[src/design/gpio_pkg.sv]
// Purpose: shared constants and types for the three-port general purpose I/O block
// Assumes: registers are 8 bits wide and sit in the low byte of 32-bit Wishbone words
// Notes:   register indices are word indices, so the byte address is four times the index
package gpio_pkg;

   localparam int DW = 8;

   // register word indices, byte address = index * 4
   localparam logic [7:0] IDX_PORT_B_DATA = 8'h06;
   localparam logic [7:0] IDX_PORT_C_DATA = 8'h07;
   localparam logic [7:0] IDX_PORT_D_DATA = 8'h08;
   localparam logic [7:0] IDX_IRQ_STATUS  = 8'h0B;
   localparam logic [7:0] IDX_OPTIONS     = 8'h81;
   localparam logic [7:0] IDX_PORT_B_DIR  = 8'h86;
   localparam logic [7:0] IDX_PORT_C_DIR  = 8'h87;
   localparam logic [7:0] IDX_PORT_D_DIR  = 8'h88;
   localparam logic [7:0] IDX_CTRL_CFG    = 8'h89;
   localparam logic [7:0] IDX_IRQ_MASK    = 8'h8B;

   // reset values
   localparam logic [7:0] RST_OPTIONS  = 8'hFF;
   localparam logic [7:0] RST_DIR      = 8'hFF;
   localparam logic [7:0] RST_CTRL_CFG = 8'h07;
   localparam logic [7:0] RST_LATCH    = 8'h00;
   localparam logic [7:0] RST_IRQ_MASK = 8'h00;
   localparam logic [7:0] RST_IRQ_STAT = 8'h00;

   // field positions and masks
   localparam int         OPT_PULLUP_DIS_BIT = 7;
   localparam int         OPT_EDGE_BIT       = 6;
   localparam int         CFG_PSP_BIT        = 4;
   localparam logic [7:0] CFG_WR_MASK        = 8'h17;
   localparam int         IRQ_CHANGE_BIT     = 0;
   localparam int         IRQ_EXT_BIT        = 1;
   localparam logic [7:0] IRQ_IMPL_MASK      = 8'h03;
   localparam int         EXT_IRQ_PIN        = 0;
   localparam int         PROG_CLK_PIN       = 6;
   localparam int         PROG_DATA_PIN      = 7;
   localparam int         CHANGE_LO          = 4;
   localparam int         CHANGE_HI          = 7;

   typedef enum logic [0:0] {
      BUS_IDLE = 1'b0,
      BUS_ACK  = 1'b1
   } bus_state_e;

   typedef struct packed {
      logic [DW-1:0] latch;
      logic [DW-1:0] dir;
   } bank_state_s;

endpackage

[src/design/bank_if.sv]
// Purpose: carries the write strobes and held state between the top and one port bank
// Assumes: one bank per 8-bit port
// Notes:   the owner modport is the bank, the user modport is the register logic
`timescale 1ns/1ps
`default_nettype none
interface bank_if;
   logic                   wr_latch;
   logic                   wr_dir;
   logic                   warm;
   logic [gpio_pkg::DW-1:0] wr_value;
   logic [gpio_pkg::DW-1:0] latch;
   logic [gpio_pkg::DW-1:0] dir;

   modport owner (input wr_latch, input wr_dir, input warm, input wr_value, output latch, output dir);
   modport user  (output wr_latch, output wr_dir, output warm, output wr_value, input latch, input dir);
endinterface
`default_nettype wire

[src/design/gpio_bank.sv]
// Purpose: output latch and direction register of one 8-bit port
// Assumes: reset input is already synchronised to the clock
// Notes:   warm reset restores the direction but leaves the output latch alone
`timescale 1ns/1ps
`default_nettype none
module gpio_bank (
   input  wire logic clk_sys_i,
   input  wire logic rst_n_i,
   bank_if.owner     bank
);

   gpio_pkg::bank_state_s state_reg;
   gpio_pkg::bank_state_s state_next;

   always_comb begin
      state_next = state_reg;
      if (bank.wr_latch) begin
         state_next.latch = bank.wr_value;
      end
      if (bank.wr_dir) begin
         state_next.dir = bank.wr_value;
      end
      // other resets keep the latch, only the direction returns to all inputs
      if (bank.warm) begin
         state_next.dir = gpio_pkg::RST_DIR;
      end
   end

   always_ff @(posedge clk_sys_i or negedge rst_n_i) begin
      if (!rst_n_i) begin
         // the latch is undefined after power-on; zero is one legal value
         state_reg.latch <= gpio_pkg::RST_LATCH;
         state_reg.dir   <= gpio_pkg::RST_DIR;
      end else begin
         state_reg <= state_next;
      end
   end

   assign bank.latch = state_reg.latch;
   assign bank.dir   = state_reg.dir;

endmodule
`default_nettype wire

[src/design/gpio_ports.sv]
// Purpose: three 8-bit general purpose ports with pull-ups, change and external interrupts
// Assumes: all pin inputs are synchronous to clk_sys_i; Wishbone classic slave, 32-bit data
// Notes:   registers occupy the low byte of each word; upper bits read as zero
// Behaviour
// - second port bit 0 doubles as external interrupt
// - every second-port pin has switchable weak pull-up
// - second-port pins 4-7 detect interrupt on change
// - pin 6 is programming clock in programming mode
// - pin 7 is programming data in programming mode
// - power-on leaves latches undefined, other resets keep them
// - third port: 8 readable, drivable bidirectional pins
// - third-port direction set per pin
// - fourth port: 8 pins, per-pin direction
// - slave-select bit 4 makes fourth port data bus
// - slave mode: fourth-port pin n is bit n
// - direction one floats pin, zero drives latch
// - reads return pins; writes read-modify-write the latch
// - pull-up disable bit 7 clear enables inputs' pull-ups
// - input pins 4-7 mismatch with last read sets flag
`timescale 1ns/1ps
`default_nettype none
module gpio_ports (
   input  wire logic        clk_sys_i,
   input  wire logic        reset_n_i,
   input  wire logic        warm_reset_i,
   input  wire logic        wb_cyc_i,
   input  wire logic        wb_stb_i,
   input  wire logic        wb_we_i,
   input  wire logic [9:0]  wb_adr_i,
   input  wire logic [3:0]  wb_sel_i,
   input  wire logic [31:0] wb_dat_i,
   output logic      [31:0] wb_dat_o,
   output logic             wb_ack_o,
   output logic             irq_o,
   input  wire logic [7:0]  port_b_in_i,
   output logic      [7:0]  port_b_out_o,
   output logic      [7:0]  port_b_oe_o,
   output logic      [7:0]  port_b_pullup_o,
   input  wire logic [7:0]  port_c_in_i,
   output logic      [7:0]  port_c_out_o,
   output logic      [7:0]  port_c_oe_o,
   input  wire logic [7:0]  port_d_in_i,
   output logic      [7:0]  port_d_out_o,
   output logic      [7:0]  port_d_oe_o,
   input  wire logic        prog_mode_i,
   output logic             prog_clock_o,
   output logic             prog_data_o,
   input  wire logic        prog_data_out_i,
   input  wire logic        prog_data_oe_i,
   input  wire logic        psp_drive_i,
   input  wire logic [7:0]  psp_data_i,
   output logic      [7:0]  psp_data_o
);

   typedef struct packed {
      gpio_pkg::bus_state_e bus;
      logic [7:0]           rdata;
      logic [7:0]           option;
      logic [7:0]           ctrl_cfg;
      logic [7:0]           irq_status;
      logic [7:0]           irq_mask;
      logic [3:0]           change_snap;
      logic                 ext_prev;
      logic [7:0]           psp_data;
   } state_s;

   state_s     state_reg;
   state_s     state_next;
   logic [1:0] rst_sync_reg;
   logic       rst_n;

   // asynchronous assert, synchronous release
   always_ff @(posedge clk_sys_i or negedge reset_n_i) begin
      if (!reset_n_i) begin
         rst_sync_reg <= 2'h0;
      end else begin
         rst_sync_reg <= {rst_sync_reg[0], 1'b1};
      end
   end
   assign rst_n = rst_sync_reg[1];

   bank_if bank_b ();
   bank_if bank_c ();
   bank_if bank_d ();

   gpio_bank u_bank_b (
      .clk_sys_i (clk_sys_i),
      .rst_n_i   (rst_n),
      .bank      (bank_b)
   );

   gpio_bank u_bank_c (
      .clk_sys_i (clk_sys_i),
      .rst_n_i   (rst_n),
      .bank      (bank_c)
   );

   gpio_bank u_bank_d (
      .clk_sys_i (clk_sys_i),
      .rst_n_i   (rst_n),
      .bank      (bank_d)
   );

   logic       req;
   logic       commit;
   logic       wr_commit;
   logic       lane0;
   logic [7:0] idx;
   logic [7:0] wbyte;
   logic [7:0] rd_val;
   logic       psp_mode;
   logic [3:0] mismatch;
   logic       ext_edge;
   logic [7:0] irq_set;
   logic [7:0] irq_clr;

   assign req       = wb_cyc_i & wb_stb_i;
   assign idx       = wb_adr_i[9:2];
   assign wbyte     = wb_dat_i[7:0];
   assign lane0     = wb_sel_i[0];
   // the access takes effect at the edge where the master sees ack
   assign commit    = req & (state_reg.bus == gpio_pkg::BUS_ACK);
   assign wr_commit = commit & wb_we_i;
   assign psp_mode  = state_reg.ctrl_cfg[gpio_pkg::CFG_PSP_BIT];

   // read decode: data registers return the pin levels, not the latches
   always_comb begin
      rd_val = 8'h00;
      unique case (idx)
         gpio_pkg::IDX_PORT_B_DATA: rd_val = port_b_in_i;
         gpio_pkg::IDX_PORT_C_DATA: rd_val = port_c_in_i;
         gpio_pkg::IDX_PORT_D_DATA: rd_val = port_d_in_i;
         gpio_pkg::IDX_OPTIONS:     rd_val = state_reg.option;
         gpio_pkg::IDX_PORT_B_DIR:  rd_val = bank_b.dir;
         gpio_pkg::IDX_PORT_C_DIR:  rd_val = bank_c.dir;
         gpio_pkg::IDX_PORT_D_DIR:  rd_val = bank_d.dir;
         gpio_pkg::IDX_CTRL_CFG:    rd_val = state_reg.ctrl_cfg;
         gpio_pkg::IDX_IRQ_STATUS:  rd_val = state_reg.irq_status;
         gpio_pkg::IDX_IRQ_MASK:    rd_val = state_reg.irq_mask;
         default:                   rd_val = 8'h00;
      endcase
   end

   // writes to a data register are read-modify-write: lanes not selected take the pin level
   always_comb begin
      bank_b.wr_value = lane0 ? wbyte : port_b_in_i;
      bank_b.wr_latch = wr_commit & (idx == gpio_pkg::IDX_PORT_B_DATA);
      bank_b.wr_dir   = wr_commit & lane0 & (idx == gpio_pkg::IDX_PORT_B_DIR);
      bank_b.warm     = warm_reset_i;
      bank_c.wr_value = lane0 ? wbyte : port_c_in_i;
      bank_c.wr_latch = wr_commit & (idx == gpio_pkg::IDX_PORT_C_DATA);
      bank_c.wr_dir   = wr_commit & lane0 & (idx == gpio_pkg::IDX_PORT_C_DIR);
      bank_c.warm     = warm_reset_i;
      bank_d.wr_value = lane0 ? wbyte : port_d_in_i;
      bank_d.wr_latch = wr_commit & (idx == gpio_pkg::IDX_PORT_D_DATA);
      bank_d.wr_dir   = wr_commit & lane0 & (idx == gpio_pkg::IDX_PORT_D_DIR);
      bank_d.warm     = warm_reset_i;
   end

   // change detection looks only at pins set as inputs
   assign mismatch = (port_b_in_i[gpio_pkg::CHANGE_HI:gpio_pkg::CHANGE_LO] ^ state_reg.change_snap)
                     & bank_b.dir[gpio_pkg::CHANGE_HI:gpio_pkg::CHANGE_LO];

   // edge select bit high means rising edge
   assign ext_edge = state_reg.option[gpio_pkg::OPT_EDGE_BIT]
                     ? (port_b_in_i[gpio_pkg::EXT_IRQ_PIN] & ~state_reg.ext_prev)
                     : (~port_b_in_i[gpio_pkg::EXT_IRQ_PIN] & state_reg.ext_prev);

   always_comb begin
      irq_set = 8'h00;
      irq_set[gpio_pkg::IRQ_CHANGE_BIT] = |mismatch;
      irq_set[gpio_pkg::IRQ_EXT_BIT]    = ext_edge;
      irq_clr = 8'h00;
      if (wr_commit && lane0 && idx == gpio_pkg::IDX_IRQ_STATUS) begin
         irq_clr = wbyte & gpio_pkg::IRQ_IMPL_MASK;
      end
   end

   always_comb begin
      state_next          = state_reg;
      state_next.ext_prev = port_b_in_i[gpio_pkg::EXT_IRQ_PIN];
      // an event in the same cycle as its clear keeps the flag set
      state_next.irq_status = (state_reg.irq_status & ~irq_clr) | irq_set;
      unique case (state_reg.bus)
         gpio_pkg::BUS_IDLE: begin
            if (req) begin
               state_next.bus   = gpio_pkg::BUS_ACK;
               state_next.rdata = rd_val;
            end
         end
         gpio_pkg::BUS_ACK: begin
            state_next.bus = gpio_pkg::BUS_IDLE;
         end
      endcase
      // any read or write of the second port re-arms the comparison
      if (commit && idx == gpio_pkg::IDX_PORT_B_DATA) begin
         state_next.change_snap = port_b_in_i[gpio_pkg::CHANGE_HI:gpio_pkg::CHANGE_LO];
      end
      if (wr_commit && lane0) begin
         unique case (idx)
            gpio_pkg::IDX_OPTIONS:  state_next.option = wbyte;
            gpio_pkg::IDX_CTRL_CFG: state_next.ctrl_cfg =
                                       (state_reg.ctrl_cfg & ~gpio_pkg::CFG_WR_MASK)
                                       | (wbyte & gpio_pkg::CFG_WR_MASK);
            gpio_pkg::IDX_IRQ_MASK: state_next.irq_mask = wbyte & gpio_pkg::IRQ_IMPL_MASK;
            default: begin
            end
         endcase
      end
      if (psp_mode) begin
         state_next.psp_data = port_d_in_i;
      end
      if (warm_reset_i) begin
         state_next.option   = gpio_pkg::RST_OPTIONS;
         state_next.ctrl_cfg = gpio_pkg::RST_CTRL_CFG;
      end
   end

   always_ff @(posedge clk_sys_i or negedge rst_n) begin
      if (!rst_n) begin
         state_reg.bus         <= gpio_pkg::BUS_IDLE;
         state_reg.rdata       <= 8'h00;
         state_reg.option      <= gpio_pkg::RST_OPTIONS;
         state_reg.ctrl_cfg    <= gpio_pkg::RST_CTRL_CFG;
         state_reg.irq_status  <= gpio_pkg::RST_IRQ_STAT;
         state_reg.irq_mask    <= gpio_pkg::RST_IRQ_MASK;
         state_reg.change_snap <= 4'h0;
         state_reg.ext_prev    <= 1'b0;
         state_reg.psp_data    <= 8'h00;
      end else begin
         state_reg <= state_next;
      end
   end

   assign wb_ack_o = state_reg.bus == gpio_pkg::BUS_ACK;
   assign wb_dat_o = {24'h000000, state_reg.rdata};
   assign irq_o    = |(state_reg.irq_status & state_reg.irq_mask);

   // second port pins; programming mode takes over pins 6 and 7
   always_comb begin
      port_b_out_o = bank_b.latch;
      port_b_oe_o  = ~bank_b.dir;
      if (prog_mode_i) begin
         port_b_oe_o[gpio_pkg::PROG_CLK_PIN]  = 1'b0;
         port_b_out_o[gpio_pkg::PROG_DATA_PIN] = prog_data_out_i;
         port_b_oe_o[gpio_pkg::PROG_DATA_PIN]  = prog_data_oe_i;
      end
      // a pull-up is never on against a pin that is driven
      port_b_pullup_o = {8{~state_reg.option[gpio_pkg::OPT_PULLUP_DIS_BIT]}} & ~port_b_oe_o;
   end

   assign prog_clock_o = prog_mode_i & port_b_in_i[gpio_pkg::PROG_CLK_PIN];
   assign prog_data_o  = prog_mode_i & port_b_in_i[gpio_pkg::PROG_DATA_PIN];

   // third port is plain bidirectional I/O
   assign port_c_out_o = bank_c.latch;
   assign port_c_oe_o  = ~bank_c.dir;

   // fourth port: bus data word in slave mode, ordinary I/O otherwise
   always_comb begin
      if (psp_mode) begin
         port_d_out_o = psp_data_i;
         port_d_oe_o  = {8{psp_drive_i}};
      end else begin
         port_d_out_o = bank_d.latch;
         port_d_oe_o  = ~bank_d.dir;
      end
   end

   assign psp_data_o = state_reg.psp_data;

endmodule
`default_nettype wire

[config.mk]
export PLATFORM = sky130hd
export DESIGN_NAME = gpio_ports
export DESIGN_NICKNAME = d
export VERILOG_FILES = /design/src/design/gpio_pkg.sv /design/src/design/bank_if.sv /design/src/design/gpio_bank.sv /design/src/design/gpio_ports.sv
export SDC_FILE = /design/constraint.sdc
export NUM_CORES = 1
export LEC_CHECK = 0
export BUFFER_PORTS_ARGS = -buffer_cell sky130_fd_sc_hd__buf_4
export CAP_MARGIN = 0
export CORE_AREA = 2 2 118 120
export DETAILED_ROUTE_END_ITERATION = 8
export DIE_AREA = 0 0 120 122
export PLACE_DENSITY = 0.65
export RECOVER_POWER = 100
export SETUP_SLACK_MARGIN = 0.4
export SLEW_MARGIN = 20
export SYNTH_ARGS = -nofsm -noshare
export SYNTH_HDL_FRONTEND = slang
export SYNTH_SLANG_ARGS = --single-unit
[constraint.sdc]
create_clock -name clk_sys_i -period 6 [get_ports clk_sys_i]
set_input_delay 0.9 -clock clk_sys_i [delete_from_list [all_inputs] [get_ports clk_sys_i]]
set_output_delay 0.9 -clock clk_sys_i [all_outputs]
set_load 0.1 [all_outputs]
==> flow_results.xml <==
<?xml version="1.0" encoding="UTF-8"?>
<metrics>
  <group name="timing">
    <metric name="finalWorstPathRequiredPeriod" unit="ns">4.053</metric>
    <metric name="max_slew_margin" unit="">-0.5700</metric>
    <metric name="clock.fmax" unit="MHz">246.7</metric>
    <metric name="setup-tns-final" unit="ns">0</metric>
    <metric name="period_share" unit="">0.6755</metric>
    <metric name="clock-skew-final" unit="ns">0.01034</metric>
    <metric name="timing.final.setup_violations" unit="">0</metric>
    <metric name="final-max-slew-violation-count" unit="">43</metric>
    <metric name="worst_slew_pin_slew" unit="ns">2.334</metric>
    <metric name="final-hold-violation-count" unit="">0</metric>
    <metric name="rsz0062_at_grt" unit="">no</metric>
  </group>
  <group name="finish">
    <metric name="fraction_of_final_layout_cells_sized_beyond_drive_strength_1" unit="">0.2456</metric>
    <metric name="largest_reg_flops" unit="">20</metric>
    <metric name="design.final.nets" unit="">706</metric>
    <metric name="n_fill_cell" unit="">1386</metric>
    <metric name="area.growth.synth_to_final" unit="%">13.80</metric>
    <metric name="final-seq-area" unit="um2">2250</metric>
    <metric name="antennaDiodeCount" unit="">0</metric>
    <metric name="multi_input_gate_area_in_the_final_layout" unit="um2">2415</metric>
  </group>
  <group name="grt">
    <metric name="grt_antenna_before_repair" unit="">0</metric>
    <metric name="number_of_global_route_vias_before_repair" unit="">4087</metric>
    <metric name="grt_max_degree" unit="">82</metric>
    <metric name="groute.usage.overall" unit="">0.2005</metric>
    <metric name="grt_overflow" unit="">0</metric>
    <metric name="grt_first_pass_wirelength" unit="mm">22.96</metric>
  </group>
  <group name="yosys">
    <metric name="ys_ff_latch" unit="">88</metric>
    <metric name="prevailing_post_synth_register_cell" unit="">dfrtp_1</metric>
    <metric name="synthesis.area" unit="um2">5260</metric>
    <metric name="library_cell_with_the_highest_instance_count_after_synthesis" unit="">dfrtp_1</metric>
    <metric name="area_fraction_of_the_dominant_cell_type_after_synthesis" unit="">0.2521</metric>
    <metric name="post_synth.cell_area_avg" unit="um2">9.906</metric>
    <metric name="synth_area_leader_cell" unit="">dfrtp_1</metric>
    <metric name="synth.top_cells.by_area" unit="">dfrtp_1 (25%), dfstp_2 (17%), mux2_2 (8.6%), buf_4 (7.0%), a211o_1 (4.5%)</metric>
    <metric name="postSynth.asyncResetShare" unit="">1.000</metric>
    <metric name="synth_commonest_cells" unit="">dfrtp_1 (53), buf_4 (49), mux2_2 (40)</metric>
    <metric name="syn-instance-count" unit="">531</metric>
    <metric name="synth-edff-count" unit="">0</metric>
    <metric name="synth_sequential_area_ratio" unit="">0.4270</metric>
    <metric name="synthesis.yosys.warnings" unit="">0</metric>
    <metric name="synthDistinctLibCells" unit="">61</metric>
  </group>
  <group name="clocking">
    <metric name="clock_insertion_delay_worst_skew" unit="ns">0.33</metric>
    <metric name="cts_made_buffers" unit="">9</metric>
    <metric name="ctsRootBufferMaster" unit="">clkbuf_16</metric>
    <metric name="cts.repair_timing.setup_buffer_count" unit="">0</metric>
    <metric name="cts_htree_levels" unit="">3</metric>
    <metric name="cts.sink_count" unit="">88</metric>
    <metric name="postCtsResizedCells" unit="">0</metric>
    <metric name="path_clk_slew" unit="ns">0.07</metric>
    <metric name="clock_tree_buffer_depth" unit="">2</metric>
    <metric name="tritoncts" unit="">done</metric>
    <metric name="cts.hold.buffers_added" unit="">0</metric>
  </group>
  <group name="floorplanning">
    <metric name="die_area" unit="um2">14640</metric>
    <metric name="die_width" unit="um">120</metric>
    <metric name="core.rowCount" unit="">43</metric>
    <metric name="fp.coreArea" unit="um2">13500</metric>
    <metric name="boundary_pin_count" unit="">188</metric>
    <metric name="die_height" unit="um">122</metric>
    <metric name="initial_utilization" unit="">0.3895</metric>
  </group>
  <group name="critical_path">
    <metric name="path_max_fanout" unit="">25</metric>
    <metric name="register_to_register_path_setup_slack" unit="ns">3.15</metric>
    <metric name="worstPathArrival" unit="ns">4.17</metric>
    <metric name="timing.critical_path.cells" unit="">clkbuf_1 &gt; nand4b_1 &gt; nor4_1 &gt; a31oi_1</metric>
    <metric name="worstSetupPathType" unit="">in2reg</metric>
    <metric name="rr_endpoint" unit="">u_bank_b.bank.latch[2]$_DFFE_PN0P_</metric>
    <metric name="worstPathRequired" unit="ns">6.12</metric>
    <metric name="critical-path-top-delay-family" unit="">simple AND/OR/NAND/NOR gates</metric>
    <metric name="setup.worst_path.start_class" unit="">input pin</metric>
    <metric name="crit_slowest_cell" unit="">nor4_1</metric>
    <metric name="timing.critical_path.slowest_cell_delay" unit="ns">1.80</metric>
    <metric name="critical_path.n_buffers_inverters" unit="">1</metric>
    <metric name="crit_path_end_kind" unit="">register</metric>
    <metric name="worst_r2r_startpoint" unit="">wb_ack_o$_DFF_PN0_</metric>
    <metric name="r2r.worst_path.cells" unit="">3</metric>
  </group>
  <group name="power">
    <metric name="worst_ir_drop_vdd" unit="V">0.0001306</metric>
    <metric name="sw_frac_of_total" unit="">0.2966</metric>
    <metric name="finalPower" unit="mW">1.336</metric>
    <metric name="netSwitchingPower" unit="mW">0.3961</metric>
    <metric name="power.combinational.fraction" unit="">0.162</metric>
    <metric name="power_leakage" unit="nW">2.671</metric>
    <metric name="power_density" unit="nW/um2">223.1</metric>
    <metric name="power_report.internal_total" unit="mW">0.9395</metric>
    <metric name="pwr-share-clk" unit="">0.388</metric>
    <metric name="power_frac_seq" unit="">0.449</metric>
  </group>
  <group name="worst_hold_path">
    <metric name="hold_path.class" unit="">reg2async</metric>
  </group>
  <group name="routing">
    <metric name="met3RoutedLength" unit="mm">1.054</metric>
    <metric name="via_count" unit="">4368</metric>
    <metric name="routed_via_density" unit="">5.440</metric>
    <metric name="detail_route.first_pass.iterations" unit="">6</metric>
    <metric name="drt.antenna.violating_nets" unit="">0</metric>
    <metric name="drt_iter0_markers" unit="">355</metric>
    <metric name="route.detailed.wl_per_inst" unit="um">18.58</metric>
    <metric name="detail_route.wirelength.met1" unit="mm">6.928</metric>
    <metric name="drcViolationCount" unit="">0</metric>
    <metric name="drt-total-wl" unit="mm">14.92</metric>
    <metric name="dr.max_layer_used" unit="">met4</metric>
    <metric name="route.met2.wl" unit="mm">6.714</metric>
  </group>
  <group name="placed_design">
    <metric name="place.detailed.hpwl" unit="mm">11.01</metric>
    <metric name="io_buffer_count" unit="">134</metric>
    <metric name="finalWeightedCongestion" unit="">0.8729</metric>
  </group>
  <group name="run_status">
    <metric name="violations" unit="">max-capacitance violations, max-slew violations</metric>
    <metric name="status" unit="">finished, violations left</metric>
  </group>
  <group name="run">
    <metric name="maxCapViolCount" unit="">3</metric>
  </group>
</metrics>
power groups by stage:
stage | Sequential, mW | Clock, mW | Combinational [mW]
4_1_cts | 0.600 | 0.527 | 0.222
5_1_grt | 0.600 | 0.556 | 0.229
6_report | 0.600 | 0.519 | 0.217
3_3_place_gp | 0.610 | 0 | 0.220
2_1_floorplan | 0.622 | 0 | 0.158
3_5_place_dp | 0.610 | 0 | 0.222
worst max path at each step:
stage	slack [ns]	depth (start not counted)	from	endpoint
floorplan	0.72	2	prog_mode_i	port_b_pullup_o[7]
global placement	2.99	4	wb_adr_i[9]	u_bank_d.bank.latch[5]$_DFFE_PN0P_
detailed placement	2.96	4	wb_adr_i[9]	u_bank_d.bank.latch[7]$_DFFE_PN0P_
CTS	2.89	3	psp_mode$_DFFE_PN0P_	port_d_oe_o[1]
global route	1.61	4	wb_adr_i[2]	u_bank_c.bank.latch[4]$_DFFE_PN0P_
finish	1.95	4	wb_adr_i[2]	u_bank_c.bank.latch[6]$_DFFE_PN0P_
metal layers:
metal / track usage / vias to the layer above
li1: - / 2017
met5: 0 / -
met3: 0.04167 / 16
met2: 0.3050 / 194
met4: 0.05662 / 0
met1: 0.2887 / 2141
layout make-up:
type	instances	share of cell area
multi-input cells	356	0.4034
flip-flops and latches	88	0.3758
repair buffers	135	0.1204
clock buffers	13	0.04181
well taps	180	0.03763
inverters	28	0.01756
clock inverters	3	0.003344
cells by family (layout without fill, tap and decap cells):
logic type             after synthesis  in the layout  synth area share
AO/OA/AOI/OAI                      127            127            0.1720
multiplexers                        46             46           0.09705
flip-flops                          88             88            0.4270
buffers and inverters              110            179            0.1163
XOR/XNOR                             4              4          0.006660
other                                2             25          0.001428
AND/OR/NAND/NOR                    154            154            0.1796
stage by stage:
step                std cells  utilization  setup WS (ns)  cell area, um2  hold slack [ns]
global route              803       0.4433          1.614            5986           0.1306
CTS                       803       0.4704          2.889            6352           0.1166
global placement          787       0.4504          2.993            6082           0.1094
detailed placement        787       0.4504          2.962            6082           0.1107
floorplan                 554            -         0.7201            5346           0.3312
finish                    803       0.4433          1.947            5986           0.1157
worst reg2reg max path, cell delays in order, from the launching register on:
cell and delay (ns):
dfrtp_1 0.41, nand2_1 0.14, nor4_1 1.86, a31oi_1 0.23
cell usage in the layout (no fill, tap or decap), drive strengths merged, types with 2 or more instances in the layout:
cell type	count
nand4	8
a22oi	4
nand4b	4
nor4	4
or2	8
buf	56
a221o	3
a221oi	3
clkinvlp	2
dfstp	35
and3	10
dfrtp	53
a211o	27
and2	5
a32o	2
nand2b	16
o21ai	24
o221a	2
inv	28
mux2i	6
nand3	6
nor2b	2
a32oi	5
a22o	4
a2bb2oi	2
nor3b	3
a21oi	21
mux2	40
nor3	3
clkbuf	92
or4bb	4
nor4b	2
o211ai	6
nand3b	8
conb	25
a31oi	17
xor2	4
nor2	33
nand2	30
Note: power is estimated with default switching activity, not from simulation.
